<file path="config.mk">
export PLATFORM = sky130hd
export DESIGN_NAME = addr_ctl
export DESIGN_NICKNAME = d
export VERILOG_FILES = /design/src/verilog/stack_ram.v /design/src/verilog/addr_ctl.v
export VERILOG_INCLUDE_DIRS = /design/src /design/src/verilog
export SDC_FILE = /design/constraint.sdc
export NUM_CORES = 2
export LEC_CHECK = 0
export ABC_AREA = 0
export BUFFER_PORTS_ARGS = -buffer_cell sky130_fd_sc_hd__buf_4
export CORE_MARGIN = 8
export CORE_UTILIZATION = 30
export DETAILED_ROUTE_END_ITERATION = 8
export SLEW_MARGIN = 0
export SYNTH_ARGS = -nofsm -noshare
export SYNTH_HDL_FRONTEND = slang
export SYNTH_SLANG_ARGS = --single-unit
export TNS_END_PERCENT = 30
</file>
<file path="constraint.sdc">
create_clock -name pclk -period 8.6 [get_ports pclk]
set_clock_uncertainty 0.05 [all_clocks]
set_input_delay 1.29 -clock pclk [delete_from_list [all_inputs] [get_ports pclk]]
set_output_delay 1.29 -clock pclk [all_outputs]
set_load 0.02 [all_outputs]
</file>
<file path="src/verilog/addr_ctl_regs.vh">
// Purpose: offsets, field positions, reset values for addressing block
// Assumes: register index is the printed special-register address
// Notes: byte address on the APB is four times the index
`ifndef ADDR_CTL_REGS_VH
`define ADDR_CTL_REGS_VH

`define IDX_STACK_POINTER 8'h81
`define IDX_DPTR0_LO 8'h82
`define IDX_DPTR0_HI 8'h83
`define IDX_SECONDARY_DATA_POINTER_LO 8'h84
`define IDX_SECONDARY_DATA_POINTER_HI 8'h85
`define IDX_DATA_POINTER_CHOICE 8'h86
`define IDX_FLASH_WAIT_STATES 8'h92
`define IDX_PRIMARY_POINTER_TOP 8'h93
`define IDX_SECONDARY_POINTER_TOP 8'h95
`define IDX_STACK_HIGH_BYTE 8'h9B
`define IDX_ADDRESS_MODE_CONTROL 8'h9D
`define IDX_CPU_INTERRUPT_STATUS 8'hC5
`define IDX_EXTERNAL_DATA_RAM_BASE_RELOC 8'hC6
`define IDX_MOVX_RI_HIGH_BYTE 8'hDA
`define IDX_MOVX_RI_TOP_BYTE 8'hFA
`define IDX_TIMED_ACCESS_KEY 8'hF0

`define RST_ZERO 8'h00
`define RST_FLASH_WAIT_STATES 4'h7

`define TA_KEY1 8'hAA
`define TA_KEY2 8'h55
`define TA_WINDOW 3'h4

`define BIT_HIGH_PRIO 6
`define BIT_LOW_PRIO 5
`define BIT_POINTER_CHOICE 0
`define BIT_AUTO_TOGGLE 5
`define BIT_STEP_DIR0 6
`define BIT_STEP_DIR1 7
`define BIT_VECTOR_RELOCATE 5
`define BIT_MOVX_RI_HIGH_EN 3
`define BIT_STACK_MODE 2
`define BIT_ADDR_MODE_HI 1

`define VECTOR_RELOC_BASE 20'h0B000
`define INTERNAL_DATA_RAM_DEPTH 256

`endif

</file>
<file path="src/verilog/stack_ram.v">
// Purpose: 256-byte internal data memory holding the standard stack
// Assumes: one write or one read per cycle
// Notes: read data come out of a register, one cycle after the request
`timescale 1ns/1ns
module stack_ram (
    // clock
    input wire pclk,
    // access
    input wire wr_en,
    input wire [7:0] addr,
    input wire [7:0] wdata,
    output reg [7:0] rdata
);
    reg [7:0] mem [0:255];

    always @(posedge pclk) begin
        if (wr_en) begin
            mem[addr] <= wdata;
        end
        rdata <= mem[addr];
    end
endmodule

</file>
<file path="src/verilog/addr_ctl.v">
// Purpose: stack, wait-state, address mode and data pointer control
// Assumes: APB slave, no wait state on any transfer
// Notes: core events arrive as one-cycle pulses on the core port
//
// How it works
// - push writes work value at pointer+1
// - pop loads work value from pointer address
// - flat mode stack address is high:low byte
// - status bit6 high, bit5 low in service
// - serial activity status bits read zero
// - wait field n gives n+1 cycles
// - wait register resets to seven
// - external_data_ram base held in 2KB steps
// - guarded registers written only after unlock
// - large 16-bit, flat 20-bit program address
// - mode bits 00 large, 1x flat
// - relocate bit maps vectors to B000
// - stack flag reads extended stack mode
// - ri high byte from port2 or register
// - ri top byte only for ri moves
// - primary_data_pointer moves use selected pointer and top
// - choice bit0 selects pointer, reads back
// - step bits make INC PRIMARY_DATA_POINTER decrement
// - toggle flips selection after pointer use
`timescale 1ns/1ns
`include "addr_ctl_regs.vh"
module addr_ctl (
    // apb
    input wire pclk,
    input wire presetn,
    input wire psel,
    input wire penable,
    input wire pwrite,
    input wire [11:0] paddr,
    input wire [31:0] pwdata,
    output wire [31:0] prdata,
    output wire pready,
    output wire pslverr,
    // core events
    input wire push_req,
    input wire pop_req,
    input wire [7:0] work_value,
    output reg [7:0] pop_data,
    output reg pop_valid,
    input wire primary_data_pointer_inc,
    input wire primary_data_pointer_use,
    input wire hp_active,
    input wire lp_active,
    // address forming
    input wire [7:0] port2_latch,
    input wire [7:0] ri_value,
    output reg [23:0] movx_primary_data_pointer_addr,
    output reg [23:0] movx_ri_addr,
    output reg [15:0] stack_addr,
    output reg [19:0] vector_base,
    output reg flat_mode,
    output reg [4:0] flash_access_cycles
);
    // apb state, one-hot
    localparam ST_IDLE = 2'b01;
    localparam ST_ACK = 2'b10;

    reg [1:0] st_reg;
    reg [31:0] rdata_reg;
    reg err_reg;
    reg [7:0] stack_pointer_reg;
    reg [7:0] stack_high_byte_reg;
    reg [15:0] dptr0_reg;
    reg [15:0] secondary_data_pointer_reg;
    reg [7:0] primary_pointer_top_reg;
    reg [7:0] secondary_pointer_top_reg;
    reg [7:0] data_pointer_choice_reg;
    reg [3:0] wait_state_field_reg;
    reg [7:0] addr_mode_reg;
    reg [7:0] external_data_ram_base_reloc_reg;
    reg [7:0] movx_ri_high_byte_reg;
    reg [7:0] movx_ri_top_byte_reg;
    reg [1:0] ta_state_reg;
    reg [2:0] ta_count_reg;
    reg pop_pending_reg;

    wire [7:0] idx = paddr[9:2];
    wire access = psel && penable && (st_reg == ST_ACK);
    wire wr = access && pwrite;
    wire ta_open = (ta_state_reg == 2'b10);
    wire pointer_choice = data_pointer_choice_reg[`BIT_POINTER_CHOICE];
    wire stack_ext = addr_mode_reg[`BIT_ADDR_MODE_HI];

    // decode of one mapped index, reused for every register
    function hit;
        input [7:0] a;
        input [7:0] b;
        begin
            hit = (a == b);
        end
    endfunction

    function mapped;
        input [7:0] a;
        begin
            mapped = hit(a, `IDX_STACK_POINTER) ||
                hit(a, `IDX_DPTR0_LO) || hit(a, `IDX_DPTR0_HI) ||
                hit(a, `IDX_SECONDARY_DATA_POINTER_LO) || hit(a, `IDX_SECONDARY_DATA_POINTER_HI) ||
                hit(a, `IDX_DATA_POINTER_CHOICE) ||
                hit(a, `IDX_FLASH_WAIT_STATES) ||
                hit(a, `IDX_PRIMARY_POINTER_TOP) ||
                hit(a, `IDX_SECONDARY_POINTER_TOP) ||
                hit(a, `IDX_STACK_HIGH_BYTE) ||
                hit(a, `IDX_ADDRESS_MODE_CONTROL) ||
                hit(a, `IDX_CPU_INTERRUPT_STATUS) ||
                hit(a, `IDX_EXTERNAL_DATA_RAM_BASE_RELOC) ||
                hit(a, `IDX_MOVX_RI_HIGH_BYTE) ||
                hit(a, `IDX_MOVX_RI_TOP_BYTE) ||
                hit(a, `IDX_TIMED_ACCESS_KEY);
        end
    endfunction

    // one step of a pointer, up or down
    function [15:0] step;
        input [15:0] v;
        input down;
        begin
            step = down ? v - 16'h0001 : v + 16'h0001;
        end
    endfunction

    // stack memory port
    reg ram_we;
    reg [7:0] ram_addr;
    wire [7:0] ram_rdata;

    always @* begin
        ram_we = 1'b0;
        ram_addr = stack_pointer_reg;
        if (push_req) begin
            ram_we = 1'b1;
            ram_addr = stack_pointer_reg + 8'h01;
        end else if (pop_req) begin
            ram_addr = stack_pointer_reg;
        end
    end

    stack_ram u_ram (
        .pclk(pclk),
        .wr_en(ram_we),
        .addr(ram_addr),
        .wdata(work_value),
        .rdata(ram_rdata)
    );

    // extended stack shares the internal memory: every push is stored
    // here at the low byte in either mode, the wide address goes out

    assign pready = (st_reg == ST_ACK);
    assign prdata = rdata_reg;
    assign pslverr = (st_reg == ST_ACK) && err_reg;

    // read mux
    reg [7:0] rd_byte;
    always @* begin
        rd_byte = 8'h00;
        case (idx)
            `IDX_STACK_POINTER: rd_byte = stack_pointer_reg;
            `IDX_DPTR0_LO: rd_byte = dptr0_reg[7:0];
            `IDX_DPTR0_HI: rd_byte = dptr0_reg[15:8];
            `IDX_SECONDARY_DATA_POINTER_LO: rd_byte = secondary_data_pointer_reg[7:0];
            `IDX_SECONDARY_DATA_POINTER_HI: rd_byte = secondary_data_pointer_reg[15:8];
            `IDX_DATA_POINTER_CHOICE:
                rd_byte = data_pointer_choice_reg & 8'hE1;
            `IDX_FLASH_WAIT_STATES:
                rd_byte = {4'h0, wait_state_field_reg};
            `IDX_PRIMARY_POINTER_TOP: rd_byte = primary_pointer_top_reg;
            `IDX_SECONDARY_POINTER_TOP:
                rd_byte = secondary_pointer_top_reg;
            `IDX_STACK_HIGH_BYTE: rd_byte = stack_high_byte_reg;
            `IDX_ADDRESS_MODE_CONTROL:
                rd_byte = {addr_mode_reg[7:3], stack_ext,
                    addr_mode_reg[1:0]} & 8'h2F;
            `IDX_CPU_INTERRUPT_STATUS:
                rd_byte = {1'b0, hp_active, lp_active, 5'h00};
            `IDX_EXTERNAL_DATA_RAM_BASE_RELOC: rd_byte = external_data_ram_base_reloc_reg;
            `IDX_MOVX_RI_HIGH_BYTE: rd_byte = movx_ri_high_byte_reg;
            `IDX_MOVX_RI_TOP_BYTE: rd_byte = movx_ri_top_byte_reg;
            default: rd_byte = 8'h00;
        endcase
    end

    // apb handshake: setup takes the cycle, access answers one later
    always @(posedge pclk or negedge presetn) begin
        if (!presetn) begin
            st_reg <= ST_IDLE;
            rdata_reg <= 32'h00000000;
            err_reg <= 1'b0;
        end else begin
            case (st_reg)
                ST_IDLE: begin
                    if (psel && !penable) begin
                        st_reg <= ST_ACK;
                        rdata_reg <= {24'h000000, rd_byte};
                        err_reg <= !mapped(idx) || (paddr[1:0] != 2'b00)
                            || (paddr[11:10] != 2'b00);
                    end
                end
                ST_ACK: begin
                    st_reg <= ST_IDLE;
                end
                default: st_reg <= ST_IDLE;
            endcase
        end
    end

    wire wr_ok = wr && !err_reg;

    // timed access: two key writes open a short window
    always @(posedge pclk or negedge presetn) begin
        if (!presetn) begin
            ta_state_reg <= 2'b00;
            ta_count_reg <= 3'h0;
        end else if (wr_ok && hit(idx, `IDX_TIMED_ACCESS_KEY)) begin
            if (pwdata[7:0] == `TA_KEY1) begin
                ta_state_reg <= 2'b01;
            end else if (pwdata[7:0] == `TA_KEY2 && ta_state_reg == 2'b01)
            begin
                ta_state_reg <= 2'b10;
                ta_count_reg <= `TA_WINDOW;
            end else begin
                ta_state_reg <= 2'b00;
            end
        end else if (ta_open) begin
            // window closes on any write without error or when count runs out
            if (wr_ok || ta_count_reg == 3'h0) begin
                ta_state_reg <= 2'b00;
            end else begin
                ta_count_reg <= ta_count_reg - 3'h1;
            end
        end
    end

    // register writes and core-driven updates
    always @(posedge pclk or negedge presetn) begin
        if (!presetn) begin
            stack_pointer_reg <= `RST_ZERO;
            stack_high_byte_reg <= `RST_ZERO;
            dptr0_reg <= 16'h0000;
            secondary_data_pointer_reg <= 16'h0000;
            primary_pointer_top_reg <= `RST_ZERO;
            secondary_pointer_top_reg <= `RST_ZERO;
            data_pointer_choice_reg <= `RST_ZERO;
            wait_state_field_reg <= `RST_FLASH_WAIT_STATES;
            addr_mode_reg <= `RST_ZERO;
            external_data_ram_base_reloc_reg <= `RST_ZERO;
            movx_ri_high_byte_reg <= `RST_ZERO;
            movx_ri_top_byte_reg <= `RST_ZERO;
        end else begin
            if (push_req) begin
                stack_pointer_reg <= stack_pointer_reg + 8'h01;
            end else if (pop_req) begin
                stack_pointer_reg <= stack_pointer_reg - 8'h01;
            end
            if (primary_data_pointer_inc) begin
                if (!pointer_choice) begin
                    dptr0_reg <= step(dptr0_reg,
                        data_pointer_choice_reg[`BIT_STEP_DIR0]);
                end else begin
                    secondary_data_pointer_reg <= step(secondary_data_pointer_reg,
                        data_pointer_choice_reg[`BIT_STEP_DIR1]);
                end
            end
            if ((primary_data_pointer_use || primary_data_pointer_inc) &&
                data_pointer_choice_reg[`BIT_AUTO_TOGGLE]) begin
                data_pointer_choice_reg[`BIT_POINTER_CHOICE] <=
                    !pointer_choice;
            end
            if (wr_ok) begin
                case (idx)
                    `IDX_STACK_POINTER: stack_pointer_reg <= pwdata[7:0];
                    `IDX_DPTR0_LO: dptr0_reg[7:0] <= pwdata[7:0];
                    `IDX_DPTR0_HI: dptr0_reg[15:8] <= pwdata[7:0];
                    `IDX_SECONDARY_DATA_POINTER_LO: secondary_data_pointer_reg[7:0] <= pwdata[7:0];
                    `IDX_SECONDARY_DATA_POINTER_HI: secondary_data_pointer_reg[15:8] <= pwdata[7:0];
                    `IDX_DATA_POINTER_CHOICE:
                        data_pointer_choice_reg <= pwdata[7:0] & 8'hE1;
                    `IDX_FLASH_WAIT_STATES:
                        wait_state_field_reg <= pwdata[3:0];
                    `IDX_PRIMARY_POINTER_TOP:
                        primary_pointer_top_reg <= pwdata[7:0];
                    `IDX_SECONDARY_POINTER_TOP:
                        secondary_pointer_top_reg <= pwdata[7:0];
                    `IDX_STACK_HIGH_BYTE:
                        stack_high_byte_reg <= pwdata[7:0];
                    `IDX_ADDRESS_MODE_CONTROL: begin
                        if (ta_open) begin
                            // stack flag is read-only, kept out
                            addr_mode_reg <= pwdata[7:0] & 8'h2B;
                        end
                    end
                    `IDX_EXTERNAL_DATA_RAM_BASE_RELOC: begin
                        if (ta_open) begin
                            external_data_ram_base_reloc_reg <= pwdata[7:0];
                        end
                    end
                    `IDX_MOVX_RI_HIGH_BYTE:
                        movx_ri_high_byte_reg <= pwdata[7:0];
                    `IDX_MOVX_RI_TOP_BYTE:
                        movx_ri_top_byte_reg <= pwdata[7:0];
                    default: ;
                endcase
            end
        end
    end

    // pop result, two cycles after the request
    always @(posedge pclk or negedge presetn) begin
        if (!presetn) begin
            pop_pending_reg <= 1'b0;
            pop_data <= 8'h00;
            pop_valid <= 1'b0;
        end else begin
            pop_pending_reg <= pop_req && !push_req;
            pop_valid <= pop_pending_reg;
            if (pop_pending_reg) begin
                pop_data <= ram_rdata;
            end
        end
    end

    // address forming outputs, registered
    always @(posedge pclk or negedge presetn) begin
        if (!presetn) begin
            movx_primary_data_pointer_addr <= 24'h000000;
            movx_ri_addr <= 24'h000000;
            stack_addr <= 16'h0000;
            vector_base <= 20'h00000;
            flat_mode <= 1'b0;
            flash_access_cycles <= 5'h08;
        end else begin
            movx_primary_data_pointer_addr <= pointer_choice ?
                {secondary_pointer_top_reg, secondary_data_pointer_reg} :
                {primary_pointer_top_reg, dptr0_reg};
            movx_ri_addr <= {movx_ri_top_byte_reg,
                addr_mode_reg[`BIT_MOVX_RI_HIGH_EN] ?
                movx_ri_high_byte_reg : port2_latch, ri_value};
            stack_addr <= stack_ext ?
                {stack_high_byte_reg, stack_pointer_reg} :
                {8'h00, stack_pointer_reg};
            vector_base <= addr_mode_reg[`BIT_VECTOR_RELOCATE] ?
                `VECTOR_RELOC_BASE : 20'h00000;
            flat_mode <= addr_mode_reg[`BIT_ADDR_MODE_HI];
            flash_access_cycles <= {1'b0, wait_state_field_reg} + 5'h01;
        end
    end
endmodule

</file>
==> flow_summary.toml <==
[global_route]
grt_antenna_before_repair = 5
grt_first_pass_wirelength_um = 318000
grt_max_degree = 183
grt_pass1_vias = 45838
gr-total-overflow = 0
grt_util_all_layers = 0.133

[yosys]
ys_seq_area_frac = 0.740
synthCells = 4743
synth_edf_count = 2048
synth_top_area_cell = "edfxtp_1"
synth_area_leaders = "edfxtp_1 68%, mux4_2 13%, dfrtp_1 5.3%"
synthDistinctLibCells = 74
avgSynthCellArea_um2 = 19.0
syn_area_um2 = 90000
synth_top_area_frac = 0.684
yosys_most_used_dff = "edfxtp_1"
synth-seq-cells = 2253
yosysWarnings = 0
async_flop_share = 0.0874

[min_path]
min_from = "movx_ri_top_byte_reg[4]"
worstHoldPathType = "flop to flop"

[timing]
drv_slew = 0
worst_pin_slew_ns = 1.41
rsz0062_at_grt = "no"
fmax_mhz = 192
finalHoldViolations = 0
setup_violations = 0
tns_ns = 0
slew-limit-headroom = 0.0623
period_share = 0.605
min_period_ns = 5.21

[routing]
wl_met2_um = 104000
dr.pass1.iters = 5
wl_met1_um = 93000
dr_wl_met3_um = 16800
drt_iter0_drc = 4746
vias = 45280
wl_per_cell_um = 24.2
vias_per_cell = 4.99
finalWirelength_um = 220000
remaining_drc_errors = 0
ant_nets = 0
topRoutingLayerUsed = "met4"

[clocking]
cts_made_buffers = 222
clk_path_buf_depth = 4
clock_latency_ns = 0.89
hold_buffers = 0
cts_tree = "built"
post_cts_buffers = 0
h-tree-depth = 4
cts_root_buf = "clkbuf_16"
cts_resized = 0
clk_pin_slew_ns = 0.07
cts.sinks = 2253

[floorplanning]
floorplan.initialDensity = 0.301
die-area_um2 = 318000
pin_count = 212
core_um2 = 299000
die_x_um = 564
rows = 201
die_h_um = 564

[placed_design]
dpl.hpwl_um = 131000
port_buffers = 146
place_congestion = 0.873

[setup_path]
worst_setup_path_end_kind = "flop"
crit_path_start_kind = "flop"
crit_type = "flop to flop"
cp_max_fo = 83
setup.worst_path.start = "stack_pointer_reg[0]"
r2r_start = "stack_pointer_reg[0]"
required_ns = 9.30
cp.arrival_ns = 5.91

[pwr]
power_density_nw_per_um2 = 318
ir_drop_mv = 0.434
power.total_mw = 32.5
p_leak_nw = 33.0

[cells_and_area]
drive_gt1_frac = 0.228
largest-register = "u_ram.mem"
reg.largest.list = "u_ram.mem x2048, movx_primary_data_pointer_addr x24, movx_ri_addr x24"
largest_reg_flops = 2048
area_growth_pct = 13.6
nets = 5048

[run]
maxCapViolations = 0

[outcome]
status = "finished, final reports clean"
metal layers:
metal	vias up	global-route usage
li1	19363	-
met1	23920	0.184
met2	1683	0.218
met3	314	0.0254
met4	0	0.0346
met5	-	0
metrics by stage:
stage,instance area (µm²),setup WS (ns),cells,util,hold WS (ns)
global route,102000,3.16,9070,0.342,0.375
CTS,102000,3.44,9069,0.342,0.357
global placement,95300,3.25,8668,0.319,0.337
detailed placement,95300,3.13,8668,0.319,0.343
finish,102000,3.39,9074,0.342,0.357
floorplan,90100,4.98,4783,-,0.299
area by class of cell:
type | instances | area (µm²)
sequential | 2253 | 66600
multi-input combinational | 2210 | 21800
antenna | 5 | 12.5
clock buffer | 278 | 5870
inverter | 22 | 82.6
fill | 27962 | 197000
timing repair buffer | 225 | 1870
tap | 3958 | 4950
clock inverter | 123 | 1000
critical path, cell delays in order, from the launching register on:
cell	delay, ns
dfrtp_1	0.85
inv_1	0.20
ha_1	0.53
mux2_8	0.77
buf_4	0.81
mux4_2	0.40
mux2i_1	0.08
a221oi_1	0.95
o22ai_1	0.17
nor3_1	0.22
placed cells by master (no fill, tap or decap), types with 12 or more instances in the layout:
| master | netlist | layout |
|---|---|---|
| a21oi_1 | 68 | 68 |
| a221oi_1 | 33 | 33 |
| a22o_1 | 19 | 19 |
| a22oi_1 | 41 | 41 |
| a31oi_1 | 13 | 13 |
| and3_1 | 16 | 16 |
| buf_4 | 131 | 207 |
| bufinv_16 | 0 | 13 |
| clkbuf_1 | 92 | 48 |
| clkbuf_16 | 0 | 225 |
| clkinv_1 | 0 | 48 |
| clkinv_2 | 0 | 42 |
| conb_1 | 1 | 41 |
| dfrtp_1 | 192 | 192 |
| edfxtp_1 | 2048 | 2048 |
| ha_1 | 33 | 33 |
| inv_1 | 21 | 21 |
| mux2_2 | 90 | 90 |
| mux2i_1 | 149 | 149 |
| mux4_2 | 512 | 512 |
| nand2_1 | 409 | 409 |
| nand3_1 | 99 | 99 |
| nand4_1 | 23 | 23 |
| nor2_1 | 347 | 344 |
| nor3_1 | 35 | 35 |
| o21ai_0 | 50 | 50 |
| o22ai_1 | 34 | 34 |
| xnor2_1 | 12 | 12 |
| xor2_1 | 23 | 21 |
Yosys cell counts, types with 9 or more instances:
library cell	n
edfxtp_1	2048
mux4_2	512
nand2_1	409
nor2_1	347
dfrtp_1	192
mux2i_1	149
buf_4	131
nand3_1	99
clkbuf_1	92
mux2_2	90
a21oi_1	68
buf_2	60
o21ai_0	50
a22oi_1	41
nor3_1	35
o22ai_1	34
a221oi_1	33
ha_1	33
nand4_1	23
xor2_1	23
inv_1	21
a22o_1	19
and3_1	16
a31oi_1	13
xnor2_1	12
a221o_1	11
and2_1	11
a21o_1	10
a41oi_1	10
buf_1	10
nor2b_1	10
a211oi_1	9
or3_1	9
final timing paths:
path | endpoint | slack [ns] | cells past startpoint
setup / recovery | u_ram.rdata[3] | 3.39 | 9
hold / removal | movx_ri_addr[20] | 0.36 | 0
setup reg to reg | u_ram.rdata[3] | 3.39 | 9
hold reg to reg | movx_ri_addr[20] | 0.36 | 0
max in group asynchronous | secondary_data_pointer_reg[11] | 6.43 | 2
min in group asynchronous | movx_primary_data_pointer_addr[20] | 0.54 | 1
logic make-up (layout without fill, tap and decap cells):
group / after synthesis / count (layout) / share of synthesized area
AND/OR/NAND/NOR: 998 / 998 / 0.0475
XOR/XNOR: 42 / 42 / 0.00480
flip-flops: 2253 / 2253 / 0.740
multiplexers: 760 / 760 / 0.157
adder cells (fa/ha/maj): 35 / 35 / 0.00503
AO/OA/AOI/OAI: 334 / 334 / 0.0252
buffers and inverters: 320 / 648 / 0.0201
other: 1 / 46 / 0.0000417
power by group:
| part | internal, mW | switching (mW) | total, mW |
|---|---|---|---|
| clock network | 5.22 | 4.12 | 9.34 |
| logic | 4.28 | 6.36 | 10.6 |
| registers | 12.3 | 0.255 | 12.5 |
| total | 21.8 | 10.7 | 32.5 |
(Power assumes the default switching activity.)
